## src/rtl/pif_pkg.sv

```systemverilog
// Constants and types for the peripheral interrupt flag registers.
// Assumes one AHB-Lite slave port with 32-bit data and one system clock.
package pif_pkg;

  localparam int unsigned PIF_ADDR_W = 32;
  localparam int unsigned PIF_DATA_W = 32;
  localparam int unsigned PIF_FLAG_W = 8;
  localparam int unsigned PIF_CELLS = 4;
  localparam int unsigned PIF_GATES = 3;
  localparam int unsigned PIF_CHANS = 5;
  localparam int unsigned PIF_MODE_W = 2;

  // Byte addresses of the two flag registers.
  localparam logic [11:0] PIF_OFS_FIVE = 12'h000;
  localparam logic [11:0] PIF_OFS_SIX = 12'h004;
  localparam int unsigned PIF_DEC_MSB = 11;

  // Field positions inside the logic cell and timer gate register.
  localparam int unsigned PIF_CELL_LSB = 4;
  localparam int unsigned PIF_GATE_LSB = 0;
  // Field position inside the capture/compare/PWM register.
  localparam int unsigned PIF_CHAN_LSB = 0;

  // Implemented bits; all others read zero and drop writes.
  localparam logic [7:0] PIF_MASK_FIVE = 8'hf7;
  localparam logic [7:0] PIF_MASK_SIX = 8'h1f;
  localparam logic [7:0] PIF_RST_FIVE = 8'h00;
  localparam logic [7:0] PIF_RST_SIX = 8'h00;

  // AHB-Lite transfer and response codes.
  localparam logic [1:0] PIF_HTRANS_NONSEQ = 2'h2;
  localparam logic PIF_HRESP_OKAY = 1'h0;

  // Capture/compare/PWM channel mode.
  typedef enum logic [1:0] {
    PIF_MODE_OFF = 2'h0,
    PIF_MODE_CAPTURE = 2'h1,
    PIF_MODE_COMPARE = 2'h3,
    PIF_MODE_PWM = 2'h2
  } pif_mode_e;

endpackage

```

## src/rtl/pif_flags.sv

```systemverilog
// Two peripheral interrupt request flag registers behind an AHB-Lite slave.
// Assumes event sources run on hclk and present one-cycle pulses or levels.
//
// The placing of the registers and register access over AHB-Lite were decided locally.
`timescale 1ns/1ps

// What this block does
// - Flags set regardless of any enable bit
// - All flags clear on every reset
// - Unimplemented bits read zero, ignore writes
// - Logic cell flags set, held until cleared
// - Timer gate flags set when gate closes
// - Capture mode sets channel flag on capture
// - Compare mode sets channel flag on match
// - PWM mode sets flag on trailing edge
module pif_flags (
  input wire logic hclk,
  input wire logic hresetn,
  input wire logic soft_reset,
  input wire logic hsel,
  input wire logic [pif_pkg::PIF_ADDR_W-1:0] haddr,
  input wire logic [1:0] htrans,
  input wire logic hwrite,
  input wire logic [2:0] hsize,
  input wire logic [pif_pkg::PIF_DATA_W-1:0] hwdata,
  input wire logic hready,
  output logic [pif_pkg::PIF_DATA_W-1:0] hrdata,
  output logic hreadyout,
  output logic hresp,
  input wire logic [pif_pkg::PIF_CELLS-1:0] logic_cell_event,
  input wire logic [pif_pkg::PIF_GATES-1:0] timer_gate_active,
  input wire logic [pif_pkg::PIF_CHANS-1:0] capcomp_capture_event,
  input wire logic [pif_pkg::PIF_CHANS-1:0] capcomp_compare_match,
  input wire logic [pif_pkg::PIF_CHANS-1:0] capcomp_pwm_output,
  input wire logic [pif_pkg::PIF_CHANS*pif_pkg::PIF_MODE_W-1:0] capcomp_mode_select,
  output logic [pif_pkg::PIF_FLAG_W-1:0] periph_irq_req_five,
  output logic [pif_pkg::PIF_FLAG_W-1:0] periph_irq_req_six
);
  import pif_pkg::*;

  logic [PIF_FLAG_W-1:0] five_q;
  logic [PIF_FLAG_W-1:0] five_d;
  logic [PIF_FLAG_W-1:0] six_q;
  logic [PIF_FLAG_W-1:0] six_d;
  logic [PIF_FLAG_W-1:0] set_five;
  logic [PIF_FLAG_W-1:0] set_six;
  logic [PIF_GATES-1:0] gate_prev_q;
  logic [PIF_CHANS-1:0] pwm_prev_q;
  logic [PIF_CHANS-1:0] chan_event;
  logic addr_ok;
  logic wr_pend_q;
  logic rd_pend_q;
  logic [PIF_DEC_MSB:0] dp_addr_q;
  logic [PIF_DATA_W-1:0] hrdata_q;
  logic hreadyout_q;
  logic hresp_q;
  logic wr_five;
  logic wr_six;

  // New flag value: a write replaces implemented bits, then events are ORed on top.
  function automatic logic [PIF_FLAG_W-1:0] flag_next(
    input logic [PIF_FLAG_W-1:0] cur,
    input logic [PIF_FLAG_W-1:0] set,
    input logic wr,
    input logic [PIF_FLAG_W-1:0] wdata,
    input logic [PIF_FLAG_W-1:0] mask
  );
    logic [PIF_FLAG_W-1:0] base;
    base = wr ? wdata : cur;
    return (base | set) & mask;
  endfunction

  // Any valid transfer is taken; the single master only issues NONSEQ.
  assign addr_ok = hsel && hready && htrans[1];

  // Gate and PWM history to find the falling edges.
  always_ff @(posedge hclk or negedge hresetn) begin
    if (!hresetn) begin
      gate_prev_q <= '0;
      pwm_prev_q <= '0;
    end else begin
      gate_prev_q <= timer_gate_active;
      pwm_prev_q <= capcomp_pwm_output;
    end
  end

  // Channel event source depends on its selected mode.
  generate
    for (genvar i = 0; i < PIF_CHANS; i++) begin : g_chan
      logic [PIF_MODE_W-1:0] mode;
      assign mode = capcomp_mode_select[i*PIF_MODE_W +: PIF_MODE_W];
      always_comb begin
        case (mode)
          PIF_MODE_CAPTURE: chan_event[i] = capcomp_capture_event[i];
          PIF_MODE_COMPARE: chan_event[i] = capcomp_compare_match[i];
          PIF_MODE_PWM: chan_event[i] = pwm_prev_q[i] && !capcomp_pwm_output[i];
          default: chan_event[i] = 1'b0;
        endcase
      end
    end
  endgenerate

  // Set vectors ignore every enable; no enable reaches this block.
  always_comb begin
    set_five = '0;
    set_six = '0;
    set_five[PIF_CELL_LSB +: PIF_CELLS] = logic_cell_event;
    set_five[PIF_GATE_LSB +: PIF_GATES] = gate_prev_q & ~timer_gate_active;
    set_six[PIF_CHAN_LSB +: PIF_CHANS] = chan_event;
  end

  assign wr_five = wr_pend_q && (dp_addr_q == PIF_OFS_FIVE);
  assign wr_six = wr_pend_q && (dp_addr_q == PIF_OFS_SIX);

  assign five_d = flag_next(five_q, set_five, wr_five, hwdata[PIF_FLAG_W-1:0], PIF_MASK_FIVE);
  assign six_d = flag_next(six_q, set_six, wr_six, hwdata[PIF_FLAG_W-1:0], PIF_MASK_SIX);

  always_ff @(posedge hclk or negedge hresetn) begin
    if (!hresetn) begin
      five_q <= PIF_RST_FIVE;
      six_q <= PIF_RST_SIX;
    end else if (soft_reset) begin
      five_q <= PIF_RST_FIVE;
      six_q <= PIF_RST_SIX;
    end else begin
      five_q <= five_d;
      six_q <= six_d;
    end
  end

  // Bus phase tracking. Reads take one wait state so the returned value already
  // includes a write made in the cycle before.
  always_ff @(posedge hclk or negedge hresetn) begin
    if (!hresetn) begin
      wr_pend_q <= 1'b0;
      rd_pend_q <= 1'b0;
      dp_addr_q <= '0;
      hreadyout_q <= 1'b1;
    end else begin
      wr_pend_q <= addr_ok && hwrite;
      rd_pend_q <= addr_ok && !hwrite;
      if (addr_ok) begin
        dp_addr_q <= haddr[PIF_DEC_MSB:0];
      end
      hreadyout_q <= !(addr_ok && !hwrite);
    end
  end

  // Read data; unmapped addresses and unimplemented bits read zero.
  always_ff @(posedge hclk or negedge hresetn) begin
    if (!hresetn) begin
      hrdata_q <= '0;
    end else if (rd_pend_q) begin
      case (dp_addr_q)
        PIF_OFS_FIVE: hrdata_q <= {24'h000000, five_q & PIF_MASK_FIVE};
        PIF_OFS_SIX: hrdata_q <= {24'h000000, six_q & PIF_MASK_SIX};
        default: hrdata_q <= '0;
      endcase
    end
  end

  always_ff @(posedge hclk or negedge hresetn) begin
    if (!hresetn) begin
      hresp_q <= PIF_HRESP_OKAY;
    end else begin
      hresp_q <= PIF_HRESP_OKAY;
    end
  end

  assign hrdata = hrdata_q;
  assign hreadyout = hreadyout_q;
  assign hresp = hresp_q;
  assign periph_irq_req_five = five_q;
  assign periph_irq_req_six = six_q;

endmodule

```

## config.mk

```make
export PLATFORM = sky130hd
export DESIGN_NAME = pif_flags
export DESIGN_NICKNAME = d
export VERILOG_FILES = /design/src/rtl/pif_pkg.sv /design/src/rtl/pif_flags.sv
export SDC_FILE = /design/constraint.sdc
export NUM_CORES = 1
export LEC_CHECK = 0
export BUFFER_PORTS_ARGS = -buffer_cell sky130_fd_sc_hd__buf_2
export CORE_MARGIN = 3
export CORE_UTILIZATION = 42
export CTS_BUF_LIST = sky130_fd_sc_hd__clkbuf_8
export CTS_CLUSTER_DIAMETER = 50
export DETAILED_ROUTE_END_ITERATION = 8
export HOLD_SLACK_MARGIN = 0.03
export PLACE_DENSITY = 0.82
export REMOVE_ABC_BUFFERS = 1
export SLEW_MARGIN = 20
export SYNTH_ARGS = -nofsm -noshare
export SYNTH_HDL_FRONTEND = slang
export SYNTH_SLANG_ARGS = --single-unit
```

## constraint.sdc

```tcl
create_clock -name hclk -period 2.3 [get_ports hclk]
set_clock_uncertainty 0.1 [all_clocks]
set_input_delay 0.345 -clock hclk [delete_from_list [all_inputs] [get_ports hclk]]
set_output_delay 0.345 -clock hclk [all_outputs]
set_load 0.02 [all_outputs]
```

After elaboration in Yosys (flattened, before gate mapping)
Cells that the tools add are included.
{"block": "word_totals", "out_inout_bits": 50, "in_bits": 107, "regBits": 68, "word_cells": 58}
{"block": "op_classes", "bitwise": 4, "eq_ne": 16, "n_reduce_logical": 19, "mux": 10}
{"op": "$eq A2 B2 Y1 const B", "n": 10}
{"op": "$mux W8", "n": 2}
{"op": "$pmux W8 S2", "n": 1}
{"op": "$pmux W1 S3", "n": 5}
{"op": "$eq A12 B3 Y1 const B", "n": 1}
{"op": "$logic_not A12 Y1", "n": 1}
{"op": "$logic_and A1 B1 Y1", "n": 11}
{"op": "$eq A2 B1 Y1 const B", "n": 5}
{"op": "$mux W5", "n": 2}
{"op": "$or A8 B8 Y8", "n": 1}
{"op": "$logic_not A1 Y1", "n": 7}
{"op": "$or A5 B5 Y5", "n": 1}
{"op": "$and A3 B3 Y3", "n": 1}
{"op": "$not A3 Y3", "n": 1}

Logic depth before layout (Yosys ltp)
Gate-level depths: netlist of the first run.
{"block": "logic_depth", "word_depth": 5, "mapped_depth": 5, "depth_no_buf": 3}

Worst setup path before layout of the first run
No wires, ideal clock.
{"block": "synth_timing", "path_kind": "register to register", "startpoint": "register dp_addr_q[5]", "endpoint": "register six_q[1] (netlist: periph_irq_req_six[1])", "required_time_ns": 2.118, "slack_ns": 0.463, "period_less_slack_ns": 1.837, "path_stages_with_launch": 5, "setup_time_ns": 0.082, "t_arrival_ns": 1.655, "path_buffers": 1, "cell_sequence": "dfrtp_1 > or4_1 > buf_2 > or4_1 > a31oi_1"}
{"block": "synth_between", "elab_chain_len": 5}
{"element": "start: declaration", "line_no": "pif_flags.sv:53", "text": "logic [PIF_DEC_MSB:0] dp_addr_q;"}
{"element": "start signal: assignment", "line_no": "pif_flags.sv:143", "text": "dp_addr_q <= haddr[PIF_DEC_MSB:0];"}
{"element": "$eq A12 B3 Y1", "line_no": "pif_flags.sv:113", "text": "assign wr_six = wr_pend_q && (dp_addr_q == PIF_OFS_SIX);"}
{"element": "$logic_and A1 B1 Y1", "line_no": "pif_flags.sv:113"}
{"element": "$mux W5", "line_no": "pif_flags.sv:69", "text": "base = wr ? wdata : cur;"}
{"element": "$or A5 B5 Y5", "line_no": "pif_flags.sv:70", "text": "return (base | set) & mask;"}
{"element": "$mux W5", "line_no": "pif_flags.sv:122", "text": "end else if (soft_reset) begin"}
{"element": "end signal: assignment", "line_no": "pif_flags.sv:127", "text": "six_q <= six_d;"}
{"element": "end: declaration", "line_no": "pif_flags.sv:43", "text": "logic [PIF_FLAG_W-1:0] six_q;"}
Every way passes these cells.
A chain may end at the register's enable or synchronous reset.

Worst setup path in the final report of the first run
Same ends and word-level chain as after synthesis.

==> flow_summary.ini, run 1 <==
[outcome]
status = completed

[cells_and_area]
fin_cells = 354
area_growth_syn_to_layout_pct = 21.01
layout-drive-gt1-share = 0.4007
layout_commonest_cell = buf_2
most-common-layout-cells = buf_2 (79), dfrtp_1 (42), conb_1 (29)
regArea_mm2 = 0.001077
nets = 393
num_antenna_cells = 0
nFillCells = 465
multi_input_area_um2 = 953.4
fin_util = 0.5468

[sta]
rsz0062_at_grt = false
worst_pin_slew_ns = 0.6481
slew_viol_final = 0
fmax_ghz = 0.5000
fin_crit_ns = 2.000
hold_ws_ns = 0.06341
slew_headroom = 0.5679
setup_tns_ns = 0
finalCritPeriodShare = 0.8695
hold_violations = 0
final-setup-viol-count = 0

[grt]
grtUsageTotal = 0.1714
antenna_found_initial = 0
grt_first_pass_wirelength_um = 8418
grt_pass1_vias = 1787
grt_max_degree = 27
gr-total-overflow = 0

[clocking]
clk_pin_slew_ns = 0.08
clock-sinks = 43
clkLatencyLatePin_ns = 0.29
root_buffer = clkbuf_8
cts_buffers = 5
htreeDepth = 2
post_cts.repair.setup_buffers = 0
cts_tree = done
clk_path_buf_depth = 2
cts_resized = 0
cts_hold_buf = 1

[min_path]
min_path_type = in -> reg

[die]
die_h_um = 78.92
dieArea_mm2 = 0.006228
start_util = 0.4519
core_region_area_mm2 = 0.004942
die_w_um = 78.92
num_rows = 25
num_io_pins = 157

[critical_path]
critPathRequiredTime_ns = 2.42
cp_slowest_stage_delay_ns = 0.52
cp_cell_sequence = or4_1 > buf_4 > or4_1 > a31oi_1
path_max_fanout = 18
path_delay_family = simple AND/OR/NAND/NOR gates
critPathLaunchType = flop
crit_top_cell = or4_1
path_class = reg -> reg
path_buf_inv = 1
arrival_ns = 2.12
endpoint_kind = flop
cpMaxStageDelayCell = or4_1

[synth]
synthSimpleGateAreaFrac = 0.1445
netlist_area_mm2 = 0.002233
synth_xor_area_frac = 0
synth_top_area_share = 0.4706
synth_compound_area_frac = 0.1277
ys_ff_latch = 43
synth_area_leaders = dfrtp_1 (47%), mux2_2 (11%), buf_4 (9.7%)
synthMuxAreaShare = 0.1059
avgSynthCellArea_um2 = 10.79
synthCells = 207
synth_adder_area_share = 0
yosysSeqAreaShare = 0.4824
yosysWarnings = 0
synth_top_family_by_area = simple AND/OR/NAND/NOR gates
synth_area_leader_cell = dfrtp_1
synth.distinct_cells = 25

[routing]
drc = 0
routed_wl_um = 5107
routed_via_density = 5.110
vias = 1809
antenna_left = 0
drt-pass1-iter-count = 4
drt_iter0_drc = 143
post_drt_wl_per_cell_um = 14.43

[pwr]
cellPowerDensity_mw_per_mm2 = 646.6
irDropWorstVdd_mv = 0.5701
clkPwrFrac = 0.297
intPower_mw = 1.237
p_comb_frac = 0.199
power_leakage_nw = 1.305
p_total_mw = 1.747
p_seq_frac = 0.505
power.switching_uw = 510.0
switching_share = 0.2919

[placed_design]
dp.cells = 345
dp_hpwl_um = 3748
port-buffer-count = 79
gp_congestion = 0.7609

[run]
maxCapViolations = 0
## cell type report
type / instances / area share
clock inverter: 1 / 0.001389
timing repair buffer: 86 / 0.1667
multi-input combinational: 140 / 0.3528
sequential: 43 / 0.3986
inverter: 10 / 0.01389
tap: 67 / 0.03102
clock buffer: 7 / 0.03565
## layer usage
metal	global-route usage	part of all wire	vias up
met5	0	0	-
met4	0.03952	0.0070	0
met3	0.04989	0.088	5
met2	0.2946	0.50	87
met1	0.2136	0.40	849
li1	-	-	868
## cells by family after synthesis
kind of cell	count (synthesis)
buf+inv	52
flops	43
simple gates	49
mux	21
other cells	1
compound gates	41
## flip-flops by register name, summed over array words and instances (netlist names), 3 cells and up
signal / count
dp_addr_q: 12
hrdata: 8
periph_irq_req_five: 7
periph_irq_req_six: 5
pwm_prev_q: 5
gate_prev_q: 3
## per-stage QoR
step / instance area [um2] / setup slack, ns
floorplan: 2068 / 0.3272
global placement: 2592 / 0.3570
detailed placement: 2592 / 0.3321
CTS: 2703 / 0.3038
global route: 2703 / 0.2003
finish: 2703 / 0.3001
## power groups by stage
stage               sequential [mW]  clock (mW)  combinational, mW
global placement              0.893           0              0.339
floorplan                     0.900           0              0.182
finish                        0.882       0.518              0.347
CTS                           0.881       0.531              0.348
detailed placement            0.896           0              0.346
global route                  0.894       0.562              0.381
## final timing paths
check,start,endpoint,slack (ns),cells after the start
worst min-delay path,timer_gate_active[2],gate_prev_q[2]$_DFF_PN0_,0.06,1
worst min register to register,dp_addr_q[9]$_DFFE_PN0P_,dp_addr_q[9]$_DFFE_PN0P_,0.43,1
worst max register to register,dp_addr_q[5]$_DFFE_PN0P_,periph_irq_req_six[1]$_DFF_PN0_,0.30,4
worst max-delay path,dp_addr_q[5]$_DFFE_PN0P_,periph_irq_req_six[1]$_DFF_PN0_,0.30,4
min in group asynchronous,hresetn,hrdata[6]$_DFFE_PN0P_,0.48,2
max in group asynchronous,hresetn,periph_irq_req_five[1]$_DFF_PN0_,0.96,3
## synth_stat cells (all sizes together)
master	n
a21oi	9
a31oi	8
a41oi	4
and3b	7
buf	32
clkbuf	10
conb	1
dfrtp	42
dfstp	1
inv	10
mux2	21
nand2	8
nand2b	5
nand3	8
nand4	3
nor2	1
nor3	1
nor4	2
nor4bb	5
o22ai	8
o41ai	12
or3	1
or4	8
Power figures use the tool's default switching activity.
==> run 2, diff against run 1 <==
--- a/config.mk
+++ b/config.mk
@@ -6,7 +6,7 @@
 export NUM_CORES = 1
 export LEC_CHECK = 0
 export BUFFER_PORTS_ARGS = -buffer_cell sky130_fd_sc_hd__buf_2
-export CORE_MARGIN = 3
+export CORE_MARGIN = 2
 export CORE_UTILIZATION = 42
 export CTS_BUF_LIST = sky130_fd_sc_hd__clkbuf_8
 export CTS_CLUSTER_DIAMETER = 50
@@ -14,6 +14,7 @@
 export HOLD_SLACK_MARGIN = 0.03
 export PLACE_DENSITY = 0.82
 export REMOVE_ABC_BUFFERS = 1
+export SETUP_SLACK_MARGIN = 0.5
 export SLEW_MARGIN = 20
 export SYNTH_ARGS = -nofsm -noshare
 export SYNTH_HDL_FRONTEND = slang
==> flow_summary.ini, run 2 (synthesized netlist as in run 1, its figures left out) <==
[pwr]
clkPwrFrac = 0.283
cellPowerDensity_mw_per_mm2 = 629.7
p_comb_frac = 0.232
power.switching_uw = 539.6
p_total_mw = 1.825
switching_share = 0.2957
irDropWorstVdd_mv = 0.4895
p_seq_frac = 0.485
intPower_mw = 1.285
power_leakage_nw = 1.382

[sta]
final-setup-viol-count = 0
rsz0062_at_grt = true
finalWorstSetupSlack_ns = 0.3686
hold_violations = 0
setup_tns_ns = 0
slew_headroom = 0.5869
fmax_ghz = 0.5178
worst_pin_slew_ns = 0.6197
finalCritPeriodShare = 0.8397
slew_viol_final = 0
fin_crit_ns = 1.931

[cells_and_area]
area_growth_syn_to_layout_pct = 29.75
multi_input_area_mm2 = 0.001064
nFillCells = 462
largest_reg_flops = 12
nets = 403
top_register = dp_addr_q
regArea_mm2 = 0.001077
num_antenna_cells = 0
most-common-layout-cells = buf_2 (80), dfrtp_1 (42), conb_1 (29)
layout-drive-gt1-share = 0.4848
layout_commonest_cell = buf_2

[grt]
grt_first_pass_wirelength_um = 8556
grtUsageTotal = 0.1829
grt_max_degree = 44
gr-total-overflow = 0
grt_pass1_vias = 1814
antenna_found_initial = 0

[routing]
routed_wl_um = 5236
drc = 0
antenna_left = 0
vias = 1874
routed_via_density = 5.106
drt_iter0_drc = 81
drt-pass1-iter-count = 4
post_drt_wl_per_cell_um = 14.27

[die]
num_io_pins = 157
die_h_um = 76.92
die_w_um = 76.92
start_util = 0.4373
dieArea_mm2 = 0.005917
core_region_area_mm2 = 0.005107
num_rows = 26

[critical_path]
path_delay_family = simple AND/OR/NAND/NOR gates
cp_cell_sequence = or4_4 > buf_6 > or4_4 > a31oi_2
path_buf_inv = 1
cp_slowest_stage_delay_ns = 0.56
arrival_ns = 2.05
endpoint_kind = flop
crit_top_cell = or4_4
path_class = reg -> reg
path_max_fanout = 7
cpMaxStageDelayCell = or4_4
critPathRequiredTime_ns = 2.42
critPathLaunchType = flop

[clocking]
root_buffer = clkbuf_8
cts_tree = done
clk_pin_slew_ns = 0.08
clock-sinks = 43
cts_buffers = 5
clkLatencyLatePin_ns = 0.29
clk_path_buf_depth = 2
htreeDepth = 2

[placed_design]
dp_slack_ns = 0.3052
gp_congestion = 0.7655
dp_hpwl_um = 3639
port-buffer-count = 79

[run]
maxCapViolations = 0

[min_path]
min_path_type = in -> async

[outcome]
status = completed
==> run 2: cell count changes in the layout (fill, tap and decap cells not counted), sizes merged <==
| cell | previous run | this run |
|---|---|---|
| buf | 85 | 96 |
| dlygate4sd3 | 1 | 0 |
==> run 2: layout make-up <==
| class | instances | area share |
|---|---|---|
| Sequential cell | 43 | 0.3718 |
| Multi-Input combinational cell | 140 | 0.3670 |
| Timing Repair Buffer | 96 | 0.1835 |
| Clock buffer | 7 | 0.03325 |
| Tap cell | 70 | 0.03022 |
| Inverter | 10 | 0.01295 |
| Clock inverter | 1 | 0.001295 |
==> run 2: routing by layer <==
metal / vias up / wire (um) / global-route usage / part of all wire
li1: 892 / - / - / -
met1: 883 / 2067 / 0.2311 / 0.39
met2: 86 / 2681 / 0.3035 / 0.51
met3: 13 / 386 / 0.04824 / 0.074
met4: 0 / 101 / 0.06182 / 0.019
met5: - / 0 / 0 / 0
==> run 2: metrics by stage <==
stage	util	area, um2	hold WS [ns]	std cells
2_1_floorplan	-	2068	-0.05059	193
3_3_place_gp	0.5083	2596	0.3491	348
4_1_cts	0.5576	2848	0.03273	366
6_report	0.5674	2898	0.007007	367
3_5_place_dp	0.5083	2596	0.3542	348
5_1_grt	0.5674	2898	0.04657	367
==> run 2: power groups by stage <==
stage / Clock, mW / Combinational [mW] / Sequential, mW
CTS: 0.531 / 0.410 / 0.884
global placement: 0 / 0.337 / 0.893
floorplan: 0 / 0.182 / 0.900
finish: 0.517 / 0.423 / 0.886
global route: 0.563 / 0.461 / 0.896
detailed placement: 0 / 0.343 / 0.897
==> run 2: path summary, 6_finish.rpt <==
kind	startpoint	end	slack, ns	cells past startpoint
hold reg to reg	hrdata[0]$_DFFE_PN0P_	hrdata[0]$_DFFE_PN0P_	0.43	2
hold / removal	hresetn	hrdata[6]$_DFFE_PN0P_	0.007	2
max in group asynchronous	hresetn	hreadyout$_DFF_PN1_	1.71	2
min in group hclk	timer_gate_active[1]	gate_prev_q[1]$_DFF_PN0_	0.06	1
setup reg to reg	dp_addr_q[8]$_DFFE_PN0P_	periph_irq_req_six[0]$_DFF_PN0_	0.37	4
setup / recovery	dp_addr_q[8]$_DFFE_PN0P_	periph_irq_req_six[0]$_DFF_PN0_	0.37	4
==> run 2: timing repair <==
item | in CTS | in global routing
cloned | 3 | 0
hold buffers | 0 | 0
pin swaps | 14 | 10
setup buffers | 7 | 1
gates resized for setup | 16 | 7
setup endpoints to repair | 14 | 15
